[src/rtl/port_dir_pkg.sv]
package port_dir_pkg;

    // bus and register widths
    localparam int ADDR_W_MIN = 16;
    localparam int REG_W      = 8;
    localparam int PA_W       = 6;
    localparam int PB_W       = 8;
    localparam int PC_W       = 4;

    // printed register offsets, kept as word indices
    localparam logic [15:0] IDX_PA_DATA = 16'h0000;
    localparam logic [15:0] IDX_PB_DATA = 16'h0001;
    localparam logic [15:0] IDX_PC_DATA = 16'h0002;
    localparam logic [15:0] IDX_PA_OE   = 16'h30B0;
    localparam logic [15:0] IDX_PB_OE   = 16'h30B1;
    localparam logic [15:0] IDX_PC_OE   = 16'h30B2;
    localparam logic [15:0] IDX_PA_IE   = 16'h30B8;

    // byte addresses: four times the index
    localparam logic [15:0] ADDR_PA_DATA = {IDX_PA_DATA[13:0], 2'b00};
    localparam logic [15:0] ADDR_PB_DATA = {IDX_PB_DATA[13:0], 2'b00};
    localparam logic [15:0] ADDR_PC_DATA = {IDX_PC_DATA[13:0], 2'b00};
    localparam logic [15:0] ADDR_PA_OE   = {IDX_PA_OE[13:0], 2'b00};
    localparam logic [15:0] ADDR_PB_OE   = {IDX_PB_OE[13:0], 2'b00};
    localparam logic [15:0] ADDR_PC_OE   = {IDX_PC_OE[13:0], 2'b00};
    localparam logic [15:0] ADDR_PA_IE   = {IDX_PA_IE[13:0], 2'b00};

    // implemented and reserved bit masks
    localparam logic [7:0] PA_OE_MASK = 8'h3F;
    localparam logic [7:0] PB_OE_MASK = 8'hFF;
    localparam logic [7:0] PC_OE_MASK = 8'h0F;
    localparam logic [7:0] PA_IE_MASK = 8'h2F;
    localparam logic [7:0] PA_RSV_OE  = 8'hC0;
    localparam logic [7:0] PC_RSV_OE  = 8'hF0;
    localparam logic [7:0] PA_IE_BIT4 = 8'h10;

    // reset values and lanes
    localparam logic [7:0]  RESET_VAL = 8'h00;
    localparam logic [23:0] UPPER_PAD = 24'h000000;
    localparam int          DATA_LANE = 0;

    typedef enum logic [1:0]
    {
        ST_IDLE   = 2'b01,
        ST_ACCESS = 2'b10
    } apb_state_e;

    typedef struct packed
    {
        logic [7:0] dout;
        logic [7:0] oe;
        logic [7:0] ie;
    } port_pins_s;

endpackage

[src/rtl/port_pin_cell.sv]
`timescale 1ns/1ps

module port_pin_cell #(
    parameter int W = 8
)
(
    input  wire logic [W-1:0]             drive_en,
    input  wire logic [W-1:0]             buffer_en,
    input  wire logic [W-1:0]             data_q,
    input  wire logic [W-1:0]             pin_in,
    output port_dir_pkg::port_pins_s      pins,
    output logic [port_dir_pkg::REG_W-1:0] read_val
);

    logic [W-1:0] live_val;

    generate
        if (W < 1 || W > port_dir_pkg::REG_W)
        begin : g_bad_width
            $error("port_pin_cell: width out of range");
        end
    endgenerate

    // outputs read back the latch, buffered inputs the live pin, unbuffered inputs read zero
    assign live_val = (drive_en & data_q) | (~drive_en & buffer_en & pin_in);

    assign pins.dout = 8'(data_q);
    assign pins.oe   = 8'(drive_en);
    assign pins.ie   = 8'(buffer_en);
    assign read_val  = 8'(live_val);

endmodule

[src/rtl/port_direction_enables.sv]
// Behaviour
// RQ1 - port A drive bits 5..0 switch drivers
// RQ2 - port A bits 7..6 reserved, read zero
// RQ3 - port B eight drive enable bits
// RQ4 - port C drive bits 3..0 switch drivers
// RQ5 - port C bits 7..4 read zero
// RQ6 - port A buffer bits 5,3..0 gate inputs
// RQ7 - enable bits read back last write
// RQ8 - drive enables at three consecutive offsets
// RQ9 - port A buffer enables at own offset
// RQ10 - port A buffer bit 4 reserved zero
// RQ11 - data read: live input, latched output
// RQ12 - reset leaves every pin hi-z input
`timescale 1ns/1ps

module port_direction_enables #(
    parameter int ADDR_W = 16
)
(
    input  wire logic                  pclk,
    input  wire logic                  presetn,
    input  wire logic                  psel,
    input  wire logic                  penable,
    input  wire logic                  pwrite,
    input  wire logic [ADDR_W-1:0]     paddr,
    input  wire logic [31:0]           pwdata,
    input  wire logic [3:0]            pstrb,
    output logic [31:0]                prdata,
    output logic                       pready,
    output logic                       pslverr,
    input  wire logic [port_dir_pkg::PA_W-1:0] pa_pin_in,
    input  wire logic [port_dir_pkg::PB_W-1:0] pb_pin_in,
    input  wire logic [port_dir_pkg::PC_W-1:0] pc_pin_in,
    output port_dir_pkg::port_pins_s   pa_pins,
    output port_dir_pkg::port_pins_s   pb_pins,
    output port_dir_pkg::port_pins_s   pc_pins
);

    generate
        if (ADDR_W < port_dir_pkg::ADDR_W_MIN)
        begin : g_bad_addr
            $error("port_direction_enables: address too narrow");
        end
    endgenerate

    // address match on the low sixteen bits, upper bits must be zero
    function automatic logic addr_is(input logic [ADDR_W-1:0] a, input logic [15:0] target);
        addr_is = (a == ADDR_W'(target));
    endfunction

    port_dir_pkg::apb_state_e state_r;
    port_dir_pkg::apb_state_e state_nxt;

    logic [port_dir_pkg::PA_W-1:0] first_port_drive_enable_bits_r;
    logic [port_dir_pkg::PB_W-1:0] second_port_drive_enable_bits_r;
    logic [port_dir_pkg::PC_W-1:0] third_port_drive_enable_bits_r;
    logic [port_dir_pkg::PA_W-1:0] first_port_buffer_enable_bits_r;
    logic [port_dir_pkg::PA_W-1:0] first_port_pin_value_r;
    logic [port_dir_pkg::PB_W-1:0] second_port_pin_value_r;
    logic [port_dir_pkg::PC_W-1:0] third_port_pin_value_r;
    logic [7:0]                    prdata_r;

    logic       sel_pa_data;
    logic       sel_pb_data;
    logic       sel_pc_data;
    logic       sel_pa_oe;
    logic       sel_pb_oe;
    logic       sel_pc_oe;
    logic       sel_pa_ie;
    logic       hit_any;
    logic       setup_phase;
    logic       access_phase;
    logic       wr_en;
    logic       rd_capture;
    logic [7:0] wr_byte;
    logic [7:0] rd_val;
    logic [7:0] pa_read;
    logic [7:0] pb_read;
    logic [7:0] pc_read;
    logic [port_dir_pkg::PA_W-1:0] pa_ie_nxt;

    // address decode, RQ8 drive enables at consecutive words
    assign sel_pa_data = addr_is(paddr, port_dir_pkg::ADDR_PA_DATA);
    assign sel_pb_data = addr_is(paddr, port_dir_pkg::ADDR_PB_DATA);
    assign sel_pc_data = addr_is(paddr, port_dir_pkg::ADDR_PC_DATA);
    assign sel_pa_oe   = addr_is(paddr, port_dir_pkg::ADDR_PA_OE);
    assign sel_pb_oe   = addr_is(paddr, port_dir_pkg::ADDR_PB_OE);
    assign sel_pc_oe   = addr_is(paddr, port_dir_pkg::ADDR_PC_OE);
    // RQ9 buffer enables decoded apart
    assign sel_pa_ie   = addr_is(paddr, port_dir_pkg::ADDR_PA_IE);

    assign hit_any = sel_pa_data | sel_pb_data | sel_pc_data | sel_pa_oe | sel_pb_oe | sel_pc_oe | sel_pa_ie;

    // bus phase tracking
    assign setup_phase  = psel & ~penable;
    assign access_phase = (state_r == port_dir_pkg::ST_ACCESS) & psel & penable;

    always_comb
    begin
        case (state_r)
            port_dir_pkg::ST_IDLE:
                state_nxt = setup_phase ? port_dir_pkg::ST_ACCESS : port_dir_pkg::ST_IDLE;
            port_dir_pkg::ST_ACCESS:
                state_nxt = setup_phase ? port_dir_pkg::ST_ACCESS : port_dir_pkg::ST_IDLE;
            default:
                state_nxt = port_dir_pkg::ST_IDLE;
        endcase
    end

    always_ff @(posedge pclk or negedge presetn)
    begin
        if (!presetn)
            state_r <= port_dir_pkg::ST_IDLE;
        else
            state_r <= state_nxt;
    end

    // zero wait states, unmapped access answers with an error
    assign pready  = (state_r == port_dir_pkg::ST_ACCESS);
    assign pslverr = access_phase & ~hit_any;

    // writes take the low byte lane only
    assign wr_en   = access_phase & pwrite & pstrb[port_dir_pkg::DATA_LANE];
    assign wr_byte = pwdata[7:0];

    // RQ10 bit 4 forced clear, RQ6 bits 5 and 3..0 kept
    assign pa_ie_nxt = port_dir_pkg::PA_W'(wr_byte & port_dir_pkg::PA_IE_MASK);

    // RQ12 reset clears every drive enable and the port A buffer enables, pins come up hi-z
    always_ff @(posedge pclk or negedge presetn)
    begin
        if (!presetn)
        begin
            first_port_drive_enable_bits_r  <= port_dir_pkg::PA_W'(port_dir_pkg::RESET_VAL);
            second_port_drive_enable_bits_r <= port_dir_pkg::PB_W'(port_dir_pkg::RESET_VAL);
            third_port_drive_enable_bits_r  <= port_dir_pkg::PC_W'(port_dir_pkg::RESET_VAL);
            first_port_buffer_enable_bits_r <= port_dir_pkg::PA_W'(port_dir_pkg::RESET_VAL);
        end
        else if (wr_en)
        begin
            // RQ1 port A drive bits stored
            if (sel_pa_oe)
                first_port_drive_enable_bits_r <= port_dir_pkg::PA_W'(wr_byte & port_dir_pkg::PA_OE_MASK);
            // RQ3 port B all eight bits
            if (sel_pb_oe)
                second_port_drive_enable_bits_r <= port_dir_pkg::PB_W'(wr_byte & port_dir_pkg::PB_OE_MASK);
            // RQ4 port C low nibble
            if (sel_pc_oe)
                third_port_drive_enable_bits_r <= port_dir_pkg::PC_W'(wr_byte & port_dir_pkg::PC_OE_MASK);
            // RQ6 port A buffer bits stored
            if (sel_pa_ie)
                first_port_buffer_enable_bits_r <= pa_ie_nxt;
        end
    end

    // data latches, cleared at reset but not driven while disabled
    always_ff @(posedge pclk or negedge presetn)
    begin
        if (!presetn)
        begin
            first_port_pin_value_r  <= port_dir_pkg::PA_W'(port_dir_pkg::RESET_VAL);
            second_port_pin_value_r <= port_dir_pkg::PB_W'(port_dir_pkg::RESET_VAL);
            third_port_pin_value_r  <= port_dir_pkg::PC_W'(port_dir_pkg::RESET_VAL);
        end
        else if (wr_en)
        begin
            if (sel_pa_data)
                first_port_pin_value_r <= wr_byte[port_dir_pkg::PA_W-1:0];
            if (sel_pb_data)
                second_port_pin_value_r <= wr_byte[port_dir_pkg::PB_W-1:0];
            if (sel_pc_data)
                third_port_pin_value_r <= wr_byte[port_dir_pkg::PC_W-1:0];
        end
    end

    // RQ11 per-port pin gating and data read selection
    port_pin_cell #(
        .W (port_dir_pkg::PA_W)
    ) u_pa_cell (
        .drive_en  (first_port_drive_enable_bits_r),
        .buffer_en (first_port_buffer_enable_bits_r),
        .data_q    (first_port_pin_value_r),
        .pin_in    (pa_pin_in),
        .pins      (pa_pins),
        .read_val  (pa_read)
    );

    port_pin_cell #(
        .W (port_dir_pkg::PB_W)
    ) u_pb_cell (
        .drive_en  (second_port_drive_enable_bits_r),
        .buffer_en (port_dir_pkg::PB_W'(port_dir_pkg::PB_OE_MASK)),
        .data_q    (second_port_pin_value_r),
        .pin_in    (pb_pin_in),
        .pins      (pb_pins),
        .read_val  (pb_read)
    );

    port_pin_cell #(
        .W (port_dir_pkg::PC_W)
    ) u_pc_cell (
        .drive_en  (third_port_drive_enable_bits_r),
        .buffer_en (port_dir_pkg::PC_W'(port_dir_pkg::PC_OE_MASK)),
        .data_q    (third_port_pin_value_r),
        .pin_in    (pc_pin_in),
        .pins      (pc_pins),
        .read_val  (pc_read)
    );

    // RQ7 read mux returns stored enables, RQ2 RQ5 upper bits zero
    assign rd_val = sel_pa_oe   ? 8'(first_port_drive_enable_bits_r)  :
                    sel_pb_oe   ? 8'(second_port_drive_enable_bits_r) :
                    sel_pc_oe   ? 8'(third_port_drive_enable_bits_r)  :
                    sel_pa_ie   ? 8'(first_port_buffer_enable_bits_r) :
                    sel_pa_data ? pa_read :
                    sel_pb_data ? pb_read :
                    sel_pc_data ? pc_read : port_dir_pkg::RESET_VAL;

    // read data sampled in the setup cycle
    assign rd_capture = setup_phase & ~pwrite;

    always_ff @(posedge pclk or negedge presetn)
    begin
        if (!presetn)
            prdata_r <= port_dir_pkg::RESET_VAL;
        else if (rd_capture)
            prdata_r <= rd_val;
    end

    assign prdata = {port_dir_pkg::UPPER_PAD, prdata_r};

    // checks

    a_pa_drive_follow: assert property (@(posedge pclk) disable iff (!presetn) // RQ1
        (wr_en && sel_pa_oe) |=> (pa_pins.oe[5:0] == $past(pwdata[5:0])))
        else $error("port A drive enables did not follow write");

    a_pa_reserved_zero: assert property (@(posedge pclk) disable iff (!presetn) // RQ2
        (pready && psel && !pwrite && (sel_pa_oe || sel_pa_ie)) |-> ((prdata_r & port_dir_pkg::PA_RSV_OE) == 8'h00))
        else $error("port A reserved bits read non-zero");

    a_pb_drive_follow: assert property (@(posedge pclk) disable iff (!presetn) // RQ3
        (wr_en && sel_pb_oe) |=> (pb_pins.oe == $past(pwdata[7:0])))
        else $error("port B drive enables did not follow write");

    a_pc_drive_follow: assert property (@(posedge pclk) disable iff (!presetn) // RQ4
        (wr_en && sel_pc_oe) |=> (pc_pins.oe[3:0] == $past(pwdata[3:0])))
        else $error("port C drive enables did not follow write");

    a_pc_reserved_zero: assert property (@(posedge pclk) disable iff (!presetn) // RQ5
        (pready && psel && !pwrite && sel_pc_oe) |-> ((prdata_r & port_dir_pkg::PC_RSV_OE) == 8'h00))
        else $error("port C reserved bits read non-zero");

    a_pa_buffer_follow: assert property (@(posedge pclk) disable iff (!presetn) // RQ6
        (wr_en && sel_pa_ie) |=> (pa_pins.ie == ($past(pwdata[7:0]) & port_dir_pkg::PA_IE_MASK)))
        else $error("port A buffer enables did not follow write");

    a_readback_match: assert property (@(posedge pclk) disable iff (!presetn) // RQ7
        (setup_phase && !pwrite && sel_pb_oe) |=> (prdata_r == $past(pb_pins.oe)))
        else $error("port B enables read back wrong value");

    a_map_decode_b: assert property (@(posedge pclk) disable iff (!presetn) // RQ8
        (wr_en && sel_pb_oe) |=> ($stable(pa_pins.oe) && $stable(pc_pins.oe) && $stable(pa_pins.ie)))
        else $error("port B write disturbed another register");

    a_map_decode_ie: assert property (@(posedge pclk) disable iff (!presetn) // RQ9
        (wr_en && sel_pa_ie) |=> ($stable(pa_pins.oe) && $stable(pb_pins.oe) && $stable(pc_pins.oe)))
        else $error("buffer enable write disturbed drive enables");

    a_unmapped_error: assert property (@(posedge pclk) disable iff (!presetn) // RQ9
        (pready && psel && penable && !hit_any) |-> (pslverr && (pwrite || prdata_r == 8'h00)))
        else $error("unmapped access not answered with error");

    a_ie_bit4_zero: assert property (@(posedge pclk) disable iff (!presetn) // RQ10
        (wr_en && sel_pa_ie && pwdata[4]) |=> ((pa_pins.ie & port_dir_pkg::PA_IE_BIT4) == 8'h00))
        else $error("port A buffer bit 4 was set");

    a_data_read_live: assert property (@(posedge pclk) disable iff (!presetn) // RQ11
        (setup_phase && !pwrite && sel_pa_data) |=>
            (prdata_r[5:0] == (($past(pa_pins.oe[5:0]) & $past(pa_pins.dout[5:0])) |
                               (~$past(pa_pins.oe[5:0]) & $past(pa_pins.ie[5:0]) & $past(pa_pin_in)))))
        else $error("port A data read mixes pins wrongly");

    a_reset_hiz: assert property (@(posedge pclk) disable iff (!presetn) // RQ12
        $rose(presetn) |-> (pa_pins.oe == 8'h00 && pb_pins.oe == 8'h00 && pc_pins.oe == 8'h00 && pa_pins.ie == 8'h00))
        else $error("pins not hi-z after reset");

    a_setup_then_ready: assert property (@(posedge pclk) disable iff (!presetn) // RQ7
        setup_phase |=> pready)
        else $error("setup cycle not followed by ready");

    a_ready_single: assert property (@(posedge pclk) disable iff (!presetn) // RQ7
        !setup_phase |=> !pready)
        else $error("ready raised without a setup cycle");

    a_mapped_no_error: assert property (@(posedge pclk) disable iff (!presetn) // RQ8
        (pready && psel && penable && hit_any) |-> !pslverr)
        else $error("mapped access answered with error");

    a_strobe_ignored: assert property (@(posedge pclk) disable iff (!presetn) // RQ7
        (access_phase && pwrite && !pstrb[port_dir_pkg::DATA_LANE]) |=>
            ($stable(pa_pins.oe) && $stable(pb_pins.oe) && $stable(pc_pins.oe) && $stable(pa_pins.ie)))
        else $error("write with lane 0 off changed an enable");

    a_read_no_change: assert property (@(posedge pclk) disable iff (!presetn) // RQ7
        (access_phase && !pwrite) |=>
            ($stable(pa_pins.oe) && $stable(pb_pins.oe) && $stable(pc_pins.oe) && $stable(pa_pins.ie)))
        else $error("read access changed an enable");

    a_unmapped_no_write: assert property (@(posedge pclk) disable iff (!presetn) // RQ8
        (access_phase && pwrite && !hit_any) |=>
            ($stable(pa_pins.oe) && $stable(pb_pins.oe) && $stable(pc_pins.oe) && $stable(pa_pins.ie)))
        else $error("unmapped write changed an enable");

    a_pa_oe_upper: assert property (@(posedge pclk) disable iff (!presetn) // RQ2
        (wr_en && sel_pa_oe) |=> ((pa_pins.oe & port_dir_pkg::PA_RSV_OE) == 8'h00))
        else $error("port A drive reserved bits set");

    a_pa_ie_upper: assert property (@(posedge pclk) disable iff (!presetn) // RQ2
        (wr_en && sel_pa_ie) |=> ((pa_pins.ie & port_dir_pkg::PA_RSV_OE) == 8'h00))
        else $error("port A buffer reserved bits set");

    a_pc_oe_upper: assert property (@(posedge pclk) disable iff (!presetn) // RQ5
        (wr_en && sel_pc_oe) |=> ((pc_pins.oe & port_dir_pkg::PC_RSV_OE) == 8'h00))
        else $error("port C drive reserved bits set");

    a_pb_read_live: assert property (@(posedge pclk) disable iff (!presetn) // RQ11
        (setup_phase && !pwrite && sel_pb_data) |=>
            (prdata_r == (($past(pb_pins.oe) & $past(pb_pins.dout)) |
                          (~$past(pb_pins.oe) & $past(pb_pin_in)))))
        else $error("port B data read mixes pins wrongly");

    a_pc_read_live: assert property (@(posedge pclk) disable iff (!presetn) // RQ11
        (setup_phase && !pwrite && sel_pc_data) |=>
            (prdata_r == {4'h0, ($past(pc_pins.oe[3:0]) & $past(pc_pins.dout[3:0])) |
                                (~$past(pc_pins.oe[3:0]) & $past(pc_pin_in))}))
        else $error("port C data read mixes pins wrongly");

    a_pa_oe_readback: assert property (@(posedge pclk) disable iff (!presetn) // RQ7
        (setup_phase && !pwrite && sel_pa_oe) |=> (prdata_r == $past(pa_pins.oe)))
        else $error("port A drive enables read back wrong value");

    a_pc_oe_readback: assert property (@(posedge pclk) disable iff (!presetn) // RQ7
        (setup_phase && !pwrite && sel_pc_oe) |=> (prdata_r == $past(pc_pins.oe)))
        else $error("port C drive enables read back wrong value");

    a_pa_ie_readback: assert property (@(posedge pclk) disable iff (!presetn) // RQ7
        (setup_phase && !pwrite && sel_pa_ie) |=> (prdata_r == $past(pa_pins.ie)))
        else $error("port A buffer enables read back wrong value");

    a_pa_data_store: assert property (@(posedge pclk) disable iff (!presetn) // RQ11
        (wr_en && sel_pa_data) |=> (pa_pins.dout == {2'b00, $past(pwdata[5:0])}))
        else $error("port A data latch did not follow write");

    a_reset_data_zero: assert property (@(posedge pclk) disable iff (!presetn) // RQ12
        $rose(presetn) |-> (pa_pins.dout == 8'h00 && pb_pins.dout == 8'h00 && pc_pins.dout == 8'h00))
        else $error("data latches not cleared by reset");

endmodule

[config.mk]
export PLATFORM = sky130hd
export DESIGN_NAME = port_direction_enables
export DESIGN_NICKNAME = d
export VERILOG_FILES = /design/src/rtl/port_dir_pkg.sv /design/src/rtl/port_pin_cell.sv /design/src/rtl/port_direction_enables.sv
export SDC_FILE = /design/constraint.sdc
export NUM_CORES = 1
export LEC_CHECK = 0
export ABC_AREA = 0
export ABC_CLOCK_PERIOD_IN_PS = 5400
export BUFFER_PORTS_ARGS = -buffer_cell sky130_fd_sc_hd__buf_4
export CORE_UTILIZATION = 35
export CTS_BUF_LIST = sky130_fd_sc_hd__clkbuf_4
export DETAILED_ROUTE_END_ITERATION = 8
export PLACE_DENSITY_LB_ADDON = 0.08
export SLEW_MARGIN = 20
export SYNTH_ARGS = -nofsm -noshare
export SYNTH_HDL_FRONTEND = slang
export SYNTH_HIERARCHICAL = 1
export SYNTH_SLANG_ARGS = --single-unit
[constraint.sdc]
create_clock -name pclk -period 5.4 [get_ports pclk]
set_input_delay 0.54 -clock pclk [delete_from_list [all_inputs] [get_ports pclk]]
set_output_delay 0.54 -clock pclk [all_outputs]
set_load 0.1 [all_outputs]
==> results.rst <==
.. list-table::
   :header-rows: 1

   * - Metric
     - Value
   * - Result of the run
     - finished clean
   * - Ratio of final minimum period to clock period
     - 0.549
   * - Setup TNS after final layout
     - 0 ns
   * - Port Buffers
     - 98
   * - Biggest fanout along the worst timing path
     - 10
   * - Achievable Freq
     - 0.337 GHz
   * - Final global-route overflow total
     - 0
   * - Worst min path class
     - in2async
   * - Total of flip-flops plus latches after synthesis
     - 51
   * - Layout net count
     - between 500 and 600
   * - Vias per std cell
     - 4.68
   * - Cell area after synthesis
     - 3620 um^2
   * - Floorplan die area
     - between 10000 and 15000 um^2
   * - Fraction of synthesis flops using an asynchronous set or reset pin
     - 1.00
   * - Library cells used by synthesis
     - 44
   * - Data arrival time of the critical path
     - 2.43 ns
   * - Number of failing setup endpoints in the final timing report
     - 0
   * - Relative max-transition margin
     - 0.308
   * - Kind of launch point of the worst setup path
     - input pin
   * - Placed Cells incl. Taps
     - about 590
   * - CP Capture Type
     - output port
   * - Number of maximum-capacitance violations
     - 0
   * - TritonCTS clock tree
     - yes
   * - Number of sinks handled by clock tree synthesis
     - roughly 50
   * - Setup slack after placement
     - between 2 and 3 ns
   * - Fill cells
     - between 1000 and 1500
   * - Synthesized netlist cell count
     - just under 400
   * - Setup repair after global routing missed its margin
     - false
   * - Post-route DRC
     - 0
   * - Post-synth top flop
     - dfrtp_1
   * - Global-route usage over all layers
     - 0.170
   * - Chip width
     - about 100 um
   * - Largest net degree at the start of global routing
     - 52
   * - Initial antenna violation count
     - 0
   * - Proportion of synthesized chip area in sequential cells
     - 0.353
   * - Placer congestion estimate
     - between 0.7 and 0.8
   * - Final critical-path required period
     - slightly below 3 ns
   * - Number of top-level pins
     - 181
   * - Clock Skew
     - 0.00626 ns
   * - Worst skew pair latency
     - around 0.38 ns
   * - Starting density of the core
     - 0.365
   * - Routed via count
     - 2778
   * - Least-Margin Pin Slew
     - 1.04 ns
   * - Number of enable flip-flop cells after synthesis
     - 0
   * - Number of cell rows
     - 36
   * - PnR Total Power
     - a little over 900 uW
   * - CP Class
     - in2out
   * - Via count of the first global-routing pass
     - around 2600
   * - DR WL/cell
     - approximately 15 um
   * - Number of failing hold endpoints at the final stage
     - 0
   * - Dominant cell type by area after synthesis
     - dfrtp_1
   * - Final antenna-violating net count
     - 0
   * - Dpl hpwl
     - roughly 6800 um
   * - Gates resized, CTS repair
     - 0
   * - First-pass GRT wire length
     - around 14000 um
   * - Die height
     - 104 um
   * - Number of iterations in the first detailed-routing pass
     - 4
   * - Layout area overhead
     - 12.5%
   * - Number of pins exceeding their max-slew limit in the final report
     - 0
   * - Number of DRC markers after the initial detailed-route iteration
     - between 100 and 150
   * - CTS H-tree depth
     - 2
   * - Clk Tree Root Cell
     - clkbuf_4
   * - Post-CTS Setup Bufs
     - 0
   * - Fin area
     - between 4000 and 5000 um^2
   * - Worst path required time
     - 4.86 ns
   * - Static Leak
     - around 2.0 nW
   * - Placed cell area
     - 3980 um^2
   * - Diodes inserted
     - 0
   * - Fin cells
     - 593
   * - Power Dens Cells
     - between 200 and 250 nW/um^2
   * - Total clock buffers created by CTS
     - 5
   * - Clock slew at the register clock pins of the worst setup and hold paths
     - around 0.16 ns
   * - Commonest cells in the netlist
     - buf_4, nand2_1, dfrtp_1
   * - VDD IR max
     - approximately 0.16 mV
   * - Post-synthesis area per instance
     - slightly above 9 um^2
   * - Share of Yosys cell area claimed by the top area cell type
     - 0.346
   * - Setup slack after layout
     - around 2.4 ns
   * - Yosys warning count
     - 6
   * - Biggest area contributors in the synthesized netlist
     - dfrtp_1, buf_4, mux2_2
   * - Fraction of final layout cells with drive strength greater than 1
     - 0.343
   * - Most instantiated library cell after synthesis
     - buf_4
   * - Hold-fix buffer count after cts
     - 0
   * - Maximum root-to-sink buffer count
     - 2
   * - Placeable Area
     - between 9000 and 10000 um^2
   * - Routed WL
     - 9170 um
power breakdown:
part / switching, mW / internal, mW
clock network: 0.134 / 0.105
logic: 0.251 / 0.0435
registers: 0.00428 / 0.388
total: 0.389 / 0.537
cell families after synthesis:
kind of cell | after synthesis | synth area share
AOI/OAI and AO/OA | 72 | 0.121
adders and majority gates | 1 | 0.00346
buffers and inverters | 119 | 0.231
DFF | 51 | 0.353
muxes | 45 | 0.138
other | 4 | 0.00415
and+or+nand+nor | 102 | 0.149
sequential cells by signal (all words and copies together) (netlist names):
register / count
first_port_buffer_enable_bits_r: 5
first_port_drive_enable_bits_r: 6
first_port_pin_value_r: 6
prdata_r: 8
second_port_drive_enable_bits_r: 8
second_port_pin_value_r: 8
state_r: 2
third_port_drive_enable_bits_r: 4
third_port_pin_value_r: 4
cell type report:
cell class / count / area [um^2] / share of cell area
Tap cell: 133 / 166 / 0.0409
Clock buffer: 6 / 45.0 / 0.0111
Inverter: 9 / 33.8 / 0.00830
Clock inverter: 2 / 38.8 / 0.00953
Multi-Input combinational cell: 294 / 1770 / 0.435
Timing Repair Buffer: 98 / 736 / 0.181
Sequential cell: 51 / 1280 / 0.314
placed cells by master, fill, tap and decap left out, types with 4 or more instances in the layout:
| cell | synthesis | routed |
|---|---|---|
| a21oi_1 | 6 | 6 |
| a22oi_1 | 6 | 6 |
| a31oi_1 | 4 | 4 |
| buf_4 | 103 | 98 |
| clkbuf_4 | 0 | 6 |
| conb_1 | 4 | 74 |
| dfrtp_1 | 50 | 50 |
| inv_1 | 9 | 9 |
| mux2_2 | 40 | 40 |
| mux2i_1 | 5 | 5 |
| nand2_1 | 53 | 53 |
| nand2b_1 | 5 | 5 |
| nor2_1 | 9 | 9 |
| nor3_1 | 8 | 8 |
| nor3b_1 | 5 | 5 |
| o21a_1 | 4 | 4 |
| o21ai_0 | 19 | 19 |
| o21ai_1 | 18 | 18 |
| o221ai_1 | 4 | 4 |
| o22ai_1 | 4 | 4 |
final timing paths:
kind | startpoint | endpoint | slack (ns) | cells after the start
max | paddr[1] | pslverr | 2.43 | 6
min | presetn | second_port_pin_value_r[6] | 0.16 | 1
max reg2reg | state_r[0] | first_port_pin_value_r[0] | 3.17 | 7
min reg2reg | prdata_r[4] | prdata_r[4] | 0.51 | 2
max in group asynchronous | presetn | third_port_drive_enable_bits_r[3] | 4.79 | 1
min in group pclk | pwdata[6] | second_port_pin_value_r[6] | 0.39 | 2
through the flow:
| stage | utilization | hold slack (ns) |
|---|---|---|
| after floorplan | - | 0.244 |
| after global placement | 0.402 | 0.473 |
| after detailed placement | 0.402 | 0.481 |
| after CTS | 0.410 | 0.193 |
| after global routing | 0.411 | 0.199 |
| final | 0.411 | 0.163 |
per-layer routing:
layer,track usage,vias to the layer above,wire [um]
met5,0,-,0
met4,0.0528,0,144
met3,0.0227,9,601
met2,0.276,134,4320
met1,0.234,1317,4100
li1,-,1318,-
worst max-delay path, stage by stage:
cell,delay [ns]
buf_4,0.14
nor4_4,0.66
nand4_1,0.43
o21ai_0,0.31
a211oi_1,0.08
buf_4,0.25
Power figures use the tool's default switching activity.
